===== src/include/dwt_pkg.sv =====
// constants and types for the write-training fifo and dqs oscillator
`default_nettype none

package dwt_pkg;

  // ----------------------------------------------------------------
  // fifo geometry
  // ----------------------------------------------------------------
  localparam int unsigned FIFO_ENTRIES = 5;
  localparam int unsigned BURST_BEATS  = 16;
  localparam int unsigned DQ_W         = 16;
  localparam int unsigned FIFO_WORDS   = FIFO_ENTRIES * BURST_BEATS;
  localparam logic [2:0]  ENTRY_FIRST  = 3'h0;
  localparam logic [2:0]  ENTRY_LAST   = 3'h4;
  localparam logic [3:0]  BEAT_FIRST   = 4'h0;
  localparam logic [3:0]  BEAT_LAST    = 4'hf;
  localparam logic [15:0] UNDEF_FILL   = 16'h0000;

  // ----------------------------------------------------------------
  // command codes
  // ----------------------------------------------------------------
  localparam logic [4:0] CMD_MPC  = 5'h00;
  localparam logic [4:0] CMD_WR   = 5'h04;
  localparam logic [4:0] CMD_MWR  = 5'h0c;
  localparam logic [4:0] CMD_RD   = 5'h02;
  localparam logic [4:0] CMD_MRR  = 5'h0e;
  localparam logic [4:0] CMD_CAS2 = 5'h12;
  localparam int unsigned OP6_BIT = 5;
  localparam logic [5:0] MPC_RD_FIFO   = 6'h01;
  localparam logic [5:0] MPC_RD_CAL    = 6'h03;
  localparam logic [5:0] MPC_WR_FIFO   = 6'h07;
  localparam logic [5:0] MPC_OSC_START = 6'h0b;
  localparam logic [5:0] MPC_OSC_STOP  = 6'h0d;

  // ----------------------------------------------------------------
  // oscillator
  // ----------------------------------------------------------------
  localparam logic [15:0] OSC_MAX         = 16'hffff;
  localparam int unsigned OSC_MIN_RUN_NS  = 200;
  localparam int unsigned CORE_PERIOD_NS  = 40;
  localparam logic [15:0] OSC_MIN_RUN_CYC = 16'((OSC_MIN_RUN_NS + CORE_PERIOD_NS - 1) / CORE_PERIOD_NS);

  // ----------------------------------------------------------------
  // register map and reset values
  // ----------------------------------------------------------------
  localparam logic [2:0]  ADDR_OSC_LOW  = 3'h0;
  localparam logic [2:0]  ADDR_OSC_HIGH = 3'h1;
  localparam logic [2:0]  ADDR_CTRL     = 3'h2;
  localparam logic [2:0]  ADDR_RUNLEN   = 3'h3;
  localparam logic [2:0]  ADDR_LAT      = 3'h4;
  localparam logic [2:0]  ADDR_STATUS   = 3'h5;
  localparam int unsigned CTRL_AUTO_BIT = 0;
  localparam logic [15:0] RUNLEN_RESET  = 16'h0040;
  localparam logic [5:0]  WL_RESET      = 6'h06;
  localparam logic [5:0]  RL_RESET      = 6'h0a;

  // ----------------------------------------------------------------
  // types
  // ----------------------------------------------------------------
  typedef struct packed {
    logic        ck;
    logic        cke;
    logic        cs;
    logic [5:0]  ca;
    logic [15:0] dq;
  } dwt_pins_s;

  typedef struct packed {
    logic [5:0] wl;
    logic [5:0] rl;
  } dwt_lat_s;

  typedef enum logic [3:0] {
    TR_IDLE   = 4'b0001,
    TR_LAT    = 4'b0010,
    TR_WBURST = 4'b0100,
    TR_RBURST = 4'b1000
  } dwt_tr_e;

endpackage

`default_nettype wire


===== src/design/dwt_sync.sv =====
// two-flop synchroniser for a bundle of pin inputs
`default_nettype none

module dwt_sync #(
  parameter int unsigned W = 1
) (
  input  wire logic         core_clk_in,
  input  wire logic         rst_in,
  input  wire logic [W-1:0] d_in,
  output var  logic [W-1:0] q_out
);

  logic [W-1:0] meta;

  always_ff @(posedge core_clk_in or posedge rst_in) begin
    if (rst_in) begin
      meta  <= '0;
      q_out <= '0;
    end else begin
      meta  <= d_in;
      q_out <= meta;
    end
  end

endmodule // dwt_sync

`default_nettype wire


===== src/design/dwt_top.sv =====
// one channel of write-training fifo and dqs interval oscillator
`default_nettype none

module dwt_top (
  input  wire logic        core_clk_in,
  input  wire logic        rst_in,
  input  wire logic        ck_in,
  input  wire logic        cke_in,
  input  wire logic        cs_in,
  input  wire logic [5:0]  ca_in,
  input  wire logic [15:0] dq_in,
  output var  logic [15:0] dq_out,
  output var  logic        dq_oe_out,
  input  wire logic [2:0]  reg_addr_in,
  input  wire logic [15:0] reg_wdata_in,
  input  wire logic        reg_wr_in,
  input  wire logic        reg_rd_in,
  output var  logic [15:0] reg_rdata_out
);

  // ----------------------------------------------------------------
  // pin sampling
  // ----------------------------------------------------------------
  dwt_pkg::dwt_pins_s pins;
  logic [$bits(dwt_pkg::dwt_pins_s)-1:0] pins_raw;
  logic [$bits(dwt_pkg::dwt_pins_s)-1:0] pins_sync;

  assign pins_raw = {ck_in, cke_in, cs_in, ca_in, dq_in};
  assign pins     = pins_sync;

  dwt_sync #(
    .W ($bits(dwt_pkg::dwt_pins_s))
  ) u_sync (
    .core_clk_in (core_clk_in),
    .rst_in      (rst_in),
    .d_in        (pins_raw),
    .q_out       (pins_sync)
  );

  // ----------------------------------------------------------------
  // command decode
  // ----------------------------------------------------------------
  dwt_pkg::dwt_tr_e state, next_state;
  logic [2:0] wr_ptr, next_wr_ptr;
  logic [2:0] rd_ptr, next_rd_ptr;
  logic [4:0] valid, next_valid;
  logic       ck_prev, next_ck_prev;
  logic       half2, next_half2;
  logic [5:0] first_ca, next_first_ca;
  logic       pend_wr, next_pend_wr;
  logic       pend_rd, next_pend_rd;
  logic       ck_rise, ck_fall, beat_edge;
  logic       cmd_done;
  logic [4:0] cmd_code;
  logic [5:0] mpc_op;
  logic       mpc_train, mpc_nop;
  logic       start_wr, start_rd, disturb;
  logic       osc_start_cmd, osc_stop_cmd;

  assign ck_rise   = pins.ck & ~ck_prev;
  assign ck_fall   = ~pins.ck & ck_prev;
  assign beat_edge = ck_rise | ck_fall;
  assign cmd_done  = ck_rise & half2;
  assign cmd_code  = first_ca[4:0];
  assign mpc_op    = pins.ca;
  assign mpc_nop   = cmd_done && (cmd_code == dwt_pkg::CMD_MPC) && !first_ca[dwt_pkg::OP6_BIT];
  assign mpc_train = cmd_done && (cmd_code == dwt_pkg::CMD_MPC) && first_ca[dwt_pkg::OP6_BIT];
  assign osc_start_cmd = mpc_train && (mpc_op == dwt_pkg::MPC_OSC_START);
  assign osc_stop_cmd  = mpc_train && (mpc_op == dwt_pkg::MPC_OSC_STOP);
  assign start_wr = cmd_done && (cmd_code == dwt_pkg::CMD_CAS2) && pend_wr && (state == dwt_pkg::TR_IDLE);
  assign start_rd = cmd_done && (cmd_code == dwt_pkg::CMD_CAS2) && pend_rd && (state == dwt_pkg::TR_IDLE);
  assign disturb = !pins.cke
                 || (cmd_done && ((cmd_code == dwt_pkg::CMD_WR) || (cmd_code == dwt_pkg::CMD_MWR)
                                  || (cmd_code == dwt_pkg::CMD_RD) || (cmd_code == dwt_pkg::CMD_MRR)))
                 || (mpc_train && (mpc_op == dwt_pkg::MPC_RD_CAL));

  always_comb begin
    next_ck_prev  = pins.ck;
    next_half2    = half2;
    next_first_ca = first_ca;
    next_pend_wr  = pend_wr;
    next_pend_rd  = pend_rd;
    if (ck_rise) begin
      if (half2) begin
        next_half2 = 1'b0;
      end else if (pins.cs && pins.cke) begin
        next_half2    = 1'b1;
        next_first_ca = pins.ca;
      end
    end
    // nop starts nothing but clears pend_wr and pend_rd
    if (cmd_done) begin
      next_pend_wr = mpc_train && (mpc_op == dwt_pkg::MPC_WR_FIFO);
      next_pend_rd = mpc_train && (mpc_op == dwt_pkg::MPC_RD_FIFO);
    end
  end

  always_ff @(posedge core_clk_in or posedge rst_in) begin
    if (rst_in) begin
      ck_prev  <= 1'b0;
      half2    <= 1'b0;
      first_ca <= 6'h00;
      pend_wr  <= 1'b0;
      pend_rd  <= 1'b0;
    end else begin
      ck_prev  <= next_ck_prev;
      half2    <= next_half2;
      first_ca <= next_first_ca;
      pend_wr  <= next_pend_wr;
      pend_rd  <= next_pend_rd;
    end
  end

  // ----------------------------------------------------------------
  // registers
  // ----------------------------------------------------------------
  logic               auto_en, next_auto_en;
  logic [15:0]        runlen, next_runlen;
  dwt_pkg::dwt_lat_s  lat, next_lat;
  logic [15:0]        next_rdata;
  logic               osc_run, osc_short;
  logic [7:0]         osc_lo, osc_hi;

  always_comb begin
    next_auto_en = auto_en;
    next_runlen  = runlen;
    next_lat     = lat;
    next_rdata   = 16'h0000;
    if (reg_wr_in) begin
      case (reg_addr_in)
        dwt_pkg::ADDR_CTRL:   next_auto_en = reg_wdata_in[dwt_pkg::CTRL_AUTO_BIT];
        dwt_pkg::ADDR_RUNLEN: next_runlen  = reg_wdata_in;
        dwt_pkg::ADDR_LAT:    next_lat     = reg_wdata_in[$bits(dwt_pkg::dwt_lat_s)-1:0];
        default:              next_lat     = lat;
      endcase
    end
    if (reg_rd_in) begin
      case (reg_addr_in)
        dwt_pkg::ADDR_OSC_LOW:  next_rdata = {8'h00, osc_lo};
        dwt_pkg::ADDR_OSC_HIGH: next_rdata = {8'h00, osc_hi};
        dwt_pkg::ADDR_CTRL:     next_rdata = {15'h0000, auto_en};
        dwt_pkg::ADDR_RUNLEN:   next_rdata = runlen;
        dwt_pkg::ADDR_LAT:      next_rdata = {4'h0, lat};
        dwt_pkg::ADDR_STATUS:   next_rdata = {2'h0, valid, rd_ptr, wr_ptr, (state != dwt_pkg::TR_IDLE),
                                              osc_short, osc_run};
        default:                next_rdata = 16'h0000;
      endcase
    end
  end

  always_ff @(posedge core_clk_in or posedge rst_in) begin
    if (rst_in) begin
      auto_en       <= 1'b0;
      runlen        <= dwt_pkg::RUNLEN_RESET;
      lat           <= '{wl: dwt_pkg::WL_RESET, rl: dwt_pkg::RL_RESET};
      reg_rdata_out <= 16'h0000;
    end else begin
      auto_en       <= next_auto_en;
      runlen        <= next_runlen;
      lat           <= next_lat;
      reg_rdata_out <= next_rdata;
    end
  end

  // ----------------------------------------------------------------
  // training fifo
  // ----------------------------------------------------------------
  logic [5:0]  lat_cnt, next_lat_cnt;
  logic [3:0]  beat, next_beat;
  logic [2:0]  cur_entry, next_cur_entry;
  logic        is_wr, next_is_wr;
  logic [15:0] next_dq;
  logic        next_oe;
  logic        mem_we;
  logic [6:0]  mem_idx;
  logic [5:0]  start_lat;
  logic [15:0] mem [0:dwt_pkg::FIFO_WORDS-1];

  assign mem_idx   = {cur_entry, beat};
  assign start_lat = start_wr ? lat.wl : lat.rl;

  always_comb begin
    next_state     = state;
    next_lat_cnt   = lat_cnt;
    next_beat      = beat;
    next_cur_entry = cur_entry;
    next_wr_ptr    = wr_ptr;
    next_rd_ptr    = rd_ptr;
    // disturb clears, a finishing burst still sets
    next_valid     = disturb ? 5'h00 : valid;
    next_is_wr     = is_wr;
    next_dq        = dq_out;
    next_oe        = dq_oe_out;
    mem_we         = 1'b0;
    unique case (state)
      dwt_pkg::TR_IDLE: begin
        if (beat_edge) next_oe = 1'b0;
        if (start_wr || start_rd) begin
          next_is_wr     = start_wr;
          next_cur_entry = start_wr ? wr_ptr : rd_ptr;
          next_beat      = dwt_pkg::BEAT_FIRST;
          next_lat_cnt   = start_lat;
          if (start_lat == 6'h00) next_state = start_wr ? dwt_pkg::TR_WBURST : dwt_pkg::TR_RBURST;
          else next_state = dwt_pkg::TR_LAT;
        end
      end
      dwt_pkg::TR_LAT: begin
        if (ck_rise) begin
          next_lat_cnt = lat_cnt - 6'h01;
          if (lat_cnt == 6'h01) next_state = is_wr ? dwt_pkg::TR_WBURST : dwt_pkg::TR_RBURST;
        end
      end
      dwt_pkg::TR_WBURST: begin
        if (beat_edge) begin
          mem_we    = 1'b1;
          next_beat = beat + 4'h1;
          if (beat == dwt_pkg::BEAT_LAST) begin
            next_state            = dwt_pkg::TR_IDLE;
            next_valid[cur_entry] = 1'b1;
            next_wr_ptr = (wr_ptr == dwt_pkg::ENTRY_LAST) ? dwt_pkg::ENTRY_FIRST : wr_ptr + 3'h1;
          end
        end
      end
      dwt_pkg::TR_RBURST: begin
        if (beat_edge) begin
          next_dq   = valid[cur_entry] ? mem[mem_idx] : dwt_pkg::UNDEF_FILL;
          next_oe   = 1'b1;
          next_beat = beat + 4'h1;
          if (beat == dwt_pkg::BEAT_LAST) begin
            next_state = dwt_pkg::TR_IDLE;
            next_rd_ptr = (rd_ptr == dwt_pkg::ENTRY_LAST) ? dwt_pkg::ENTRY_FIRST : rd_ptr + 3'h1;
          end
        end
      end
    endcase
  end

  always_ff @(posedge core_clk_in) begin
    if (mem_we) mem[mem_idx] <= pins.dq;
  end

  always_ff @(posedge core_clk_in or posedge rst_in) begin
    if (rst_in) begin
      state     <= dwt_pkg::TR_IDLE;
      lat_cnt   <= 6'h00;
      beat      <= dwt_pkg::BEAT_FIRST;
      cur_entry <= dwt_pkg::ENTRY_FIRST;
      wr_ptr    <= dwt_pkg::ENTRY_FIRST;
      rd_ptr    <= dwt_pkg::ENTRY_FIRST;
      valid     <= 5'h00;
      is_wr     <= 1'b0;
      dq_out    <= 16'h0000;
      dq_oe_out <= 1'b0;
    end else begin
      state     <= next_state;
      lat_cnt   <= next_lat_cnt;
      beat      <= next_beat;
      cur_entry <= next_cur_entry;
      wr_ptr    <= next_wr_ptr;
      rd_ptr    <= next_rd_ptr;
      valid     <= next_valid;
      is_wr     <= next_is_wr;
      dq_out    <= next_dq;
      dq_oe_out <= next_oe;
    end
  end

  // ----------------------------------------------------------------
  // dqs interval oscillator
  // ----------------------------------------------------------------
  // this channel's own oscillator state
  logic        next_run, next_short, osc_stop;
  logic [15:0] osc_cnt, next_cnt, auto_cnt, next_auto, auto_inc;
  logic [7:0]  next_lo, next_hi;

  assign auto_inc = 16'(auto_cnt + 16'h0001);
  // auto stop, stop command ignored in auto mode
  assign osc_stop = osc_run && (auto_en ? (ck_rise && (auto_inc >= runlen)) : osc_stop_cmd);

  always_comb begin
    next_run   = osc_run;
    next_cnt   = osc_cnt;
    next_auto  = auto_cnt;
    next_lo    = osc_lo;
    next_hi    = osc_hi;
    next_short = osc_short;
    if (osc_run) begin
      if (osc_cnt != dwt_pkg::OSC_MAX) next_cnt = osc_cnt + 16'h0001;
      if (ck_rise) next_auto = auto_inc;
    end
    if (osc_stop) begin
      next_run   = 1'b0;
      next_lo    = osc_cnt[7:0];
      next_hi    = osc_cnt[15:8];
      next_short = osc_cnt < dwt_pkg::OSC_MIN_RUN_CYC;
    end
    if (osc_start_cmd) begin
      next_run  = 1'b1;
      next_cnt  = 16'h0000;
      next_auto = 16'h0000;
    end
  end

  always_ff @(posedge core_clk_in or posedge rst_in) begin
    if (rst_in) begin
      osc_run   <= 1'b0;
      osc_cnt   <= 16'h0000;
      auto_cnt  <= 16'h0000;
      osc_lo    <= 8'h00;
      osc_hi    <= 8'h00;
      osc_short <= 1'b0;
    end else begin
      osc_run   <= next_run;
      osc_cnt   <= next_cnt;
      auto_cnt  <= next_auto;
      osc_lo    <= next_lo;
      osc_hi    <= next_hi;
      osc_short <= next_short;
    end
  end
endmodule // dwt_top

`default_nettype wire


===== config.mk =====
export PLATFORM = sky130hd
export DESIGN_NAME = dwt_top
export DESIGN_NICKNAME = d
export VERILOG_FILES = /design/src/include/dwt_pkg.sv /design/src/design/dwt_sync.sv /design/src/design/dwt_top.sv
export SDC_FILE = /design/constraint.sdc
export NUM_CORES = 2
export LEC_CHECK = 0
export ABC_AREA = 1
export BUFFER_PORTS_ARGS = -buffer_cell sky130_fd_sc_hd__buf_2
export CORE_UTILIZATION = 50
export DETAILED_ROUTE_END_ITERATION = 8
export PLACE_DENSITY = 0.68
export SYNTH_ARGS = -nofsm -noshare
export SYNTH_HDL_FRONTEND = slang
export SYNTH_SLANG_ARGS = --single-unit

===== constraint.sdc =====
create_clock -name core_clk_in -period 14.4 [get_ports core_clk_in]
set_input_delay 0 -clock core_clk_in [delete_from_list [all_inputs] [get_ports core_clk_in]]
set_output_delay 0 -clock core_clk_in [all_outputs]
set_load 0.02 [all_outputs]

==> flow_summary.toml <==
[run_status]
status = "finished, final reports clean"

[setup_path]
rr_endpoint = "mem[26][9]"
critPathTopFamily = "simple AND/OR/NAND/NOR gates"
cp_data_arrival_time_ns = 4.48
critical_path.max_fanout = 151
ff2ff_setup_slack_ns = 10.37
critPathBufInv = 3
start_kind = "register"
crit_required_ns = 14.85
cp.depth = 6
r2r-start = "beat[0]"
cp_cell_sequence = "inv_16, nand3_1, inv_2, nand2_1, nor2_1, buf_4"
critical_path.slowest_cell = "dfrtp_4"
cp_slowest_stage_delay_ns = 0.74
r2r_cells = 6
end_kind = "register"
critPathKind = "reg2reg"

[finish]
synthToLayoutAreaGrowth_pct = 12.9
nets = 6219
final_cell_count_no_fill = 7894
drive_gt1_share_pct = 7.80

[clock_tree]
h-tree-depth = 4
ctsResizeCount = 0
clk_path_buf_depth = 3
cts_root_buf = "clkbuf_16"
worstSkewPairLatency_ns = 0.78
clock-sinks = 1481
postCtsSetupBuffers = 0
cts_tree = "built"
clk_pin_slew_ns = 0.06
holdBufCountCts = 83
numCtsBuffers = 151

[route]
drt-total-wl_mm = 169
first_pass_iters = 6
ant_nets = 0
vias = 43000
wl_per_cell_um = 21.5
initialDrtViolationCount = 5787
drcViolationCount = 0
vias_per_cell = 5.45

[floorplan]
initial_core_util_pct = 50.6
die-area_um2 = 125000
die_h_um = 354
placementRows = 128
die_w_um = 354
ios = 81
core-area_um2 = 122000

[logic_synthesis]
ys_ff_latch = 1481
syn_inst = 5983
synth_edf_count = 1280
async_flop_share_pct = 13.6
synth_cell_types = 50
synthFlopType = "edfxtp_1"
synth_area_um2 = 62000
yosysSeqAreaShare_pct = 70.2
syn-num-nets = 6058
synth.avg_cell_area_um2 = 10.4
ys_warn_count = 0

[pwr]
leakagePower_nw = 29.1
power_density_nw_per_um2 = 166
peakVddDrop_mv = 0.142

[placement]
portBuffers = 80
dp_cells = 7533
hpwl_mm = 95.2
routabilityCongestion = 0.933

[sta]
fin_skew_ns = 0.0337
rsz0062_at_grt = "false"
post-route-period-util_pct = 28.0
fin_tns_setup_ns = 0
final-setup-viol-count = 0
period_minus_slack_ns = 4.03
fmax_mhz = 248
finalHoldViolations = 0
tightestPinTransition_ns = 1.43
max-slew-margin-rel_pct = 4.49
drv_slew = 0

[hold_path]
min_to = "runlen[12]"
holdPathStages = 4
min_from = "reg_wdata_in[12]"
hp-class = "in2reg"

[global_routing]
grt_pass1_wl_mm = 256
antenna_found_initial = 10
grt_start_max_net_pins = 201
grt_usage_pct = 27.0
grt_pass1_vias = 40800
grt_overflow = 0

[job]
max_cap_viol_count = 0
==> registers in the layout, summed over array words and instances (netlist names), 12 cells and up <==
signal	count
mem	1280
u_sync.meta	25
u_sync.q_out	25
auto_cnt	16
dq_out	16
osc_cnt	16
reg_rdata_out	16
runlen	16
lat	12
==> cell type report <==
type                            count  area (um2)
Sequential cell                  1481       43500
Multi-Input combinational cell   4058       16600
Fill cell                       10000       52400
Antenna cell                        2        5.00
Tap cell                         1625        2030
Timing Repair Buffer              276        2140
Inverter                          176         694
Clock buffer                      195        4110
Clock inverter                     81         907
==> cell families after synthesis <==
family / count (synthesis) / synth area share, %
and+or+nand+nor: 3729 / 23.3
DFF: 1481 / 70.2
buffers and inverters: 444 / 3.17
AOI/OAI and AO/OA: 278 / 2.47
adders and majority gates: 27 / 0.545
xor gates and xnor gates: 23 / 0.325
muxes: 1 / 0.0182
==> cells in the mapped netlist (2+ instances only) <==
cell         n  area share, %
inv_2       15          0.091
dfstp_2      6           0.25
inv_1      159           0.96
or2_1        3          0.030
nand2_2      4          0.040
o221ai_1     4          0.057
dfrtp_1    195            7.9
buf_6        2          0.036
nor2_2       5          0.050
nor2_1     154           0.93
nor4_1       9          0.091
nor3_4       2          0.052
clkbuf_1    60           0.36
o41ai_1      5          0.071
buf_1       21           0.13
and3_1       4          0.040
nand3_1    109           0.88
ha_1        27           0.55
o21ai_1     23           0.19
o22ai_1     16           0.16
nand2_1   3367             20
xor2_1      23           0.33
a221oi_1     3          0.042
nand3b_1     4          0.048
nand4_1     41           0.41
a22oi_1      8          0.097
nor3_1      17           0.14
buf_4       20           0.24
nor3_2       3          0.048
a31oi_1      9          0.091
o21ai_0    114           0.92
a21oi_1     89           0.72
edfxtp_1  1280             62
buf_2      165            1.3
nand3_2      2          0.032
==> routing by layer <==
| layer | global-route usage [%] | wire length, um |
|---|---|---|
| met5 | 0 | 37 |
| met4 | 10.1 | 6180 |
| met3 | 5.63 | 17800 |
| met2 | 41.2 | 76500 |
| met1 | 38.4 | 68900 |
==> where the power goes <==
part | switching [mW] | internal [mW]
Combinational | 2.04 | 0.736
Sequential | 0.140 | 4.72
Clock | 1.67 | 2.30
Total | 3.85 | 7.76
==> worst min-delay path: cells and delay by family <==
family	cells	cell delay [ns]
AND/OR/NAND/NOR	1	0.04
AO/OA/AOI/OAI	1	0.10
buffers and inverters	2	0.63
==> placed cells by master (no fill, tap or decap), drive strengths merged, types with 2 or more instances in the layout <==
cell / synthesis / layout
a21oi: 90 / 90
a221oi: 3 / 3
a22oi: 8 / 8
a31oi: 9 / 9
and3: 4 / 4
buf: 208 / 193
bufinv: 0 / 15
clkbuf: 60 / 195
clkinv: 1 / 56
clkinvlp: 0 / 2
dfrtp: 195 / 195
dfstp: 6 / 6
diode: 0 / 2
dlygate4sd3: 0 / 83
edfxtp: 1280 / 1280
ha: 27 / 27
inv: 175 / 184
nand2: 3372 / 3372
nand3: 112 / 112
nand3b: 5 / 5
nand4: 41 / 41
nor2: 160 / 160
nor3: 22 / 22
nor4: 10 / 10
o21ai: 137 / 137
o221ai: 4 / 4
o22ai: 16 / 16
o41ai: 5 / 5
or2: 3 / 3
xor2: 23 / 23
==> worst max-delay path by stage <==
stage / from / to / slack, ns
floorplan: rst_in / auto_cnt[0] / 8.93
global placement: beat[0] / mem[14][2] / 10.51
detailed placement: beat[0] / mem[14][12] / 10.40
CTS: beat[0] / mem[14][4] / 10.39
global route: auto_cnt[0] / osc_hi[1] / 10.15
finish: beat[0] / mem[26][9] / 10.37
==> through the flow <==
stage | cell area (um2) | total power [mW] | hold WS (ns) | setup slack, ns | utilization [%]
2_1_floorplan | 62000 | 6.81 | 0.0314 | 8.93 | -
3_3_place_gp | 64100 | 7.63 | 0.109 | 10.51 | 52.4
3_5_place_dp | 64100 | 7.66 | 0.109 | 10.40 | 52.4
4_1_cts | 70000 | 11.6 | 0.000714 | 10.39 | 57.2
5_1_grt | 70000 | 12.1 | 0.0447 | 10.15 | 57.2
6_report | 70000 | 11.6 | 0.0434 | 10.37 | 57.2
Note: power is estimated with default switching activity, not from simulation.
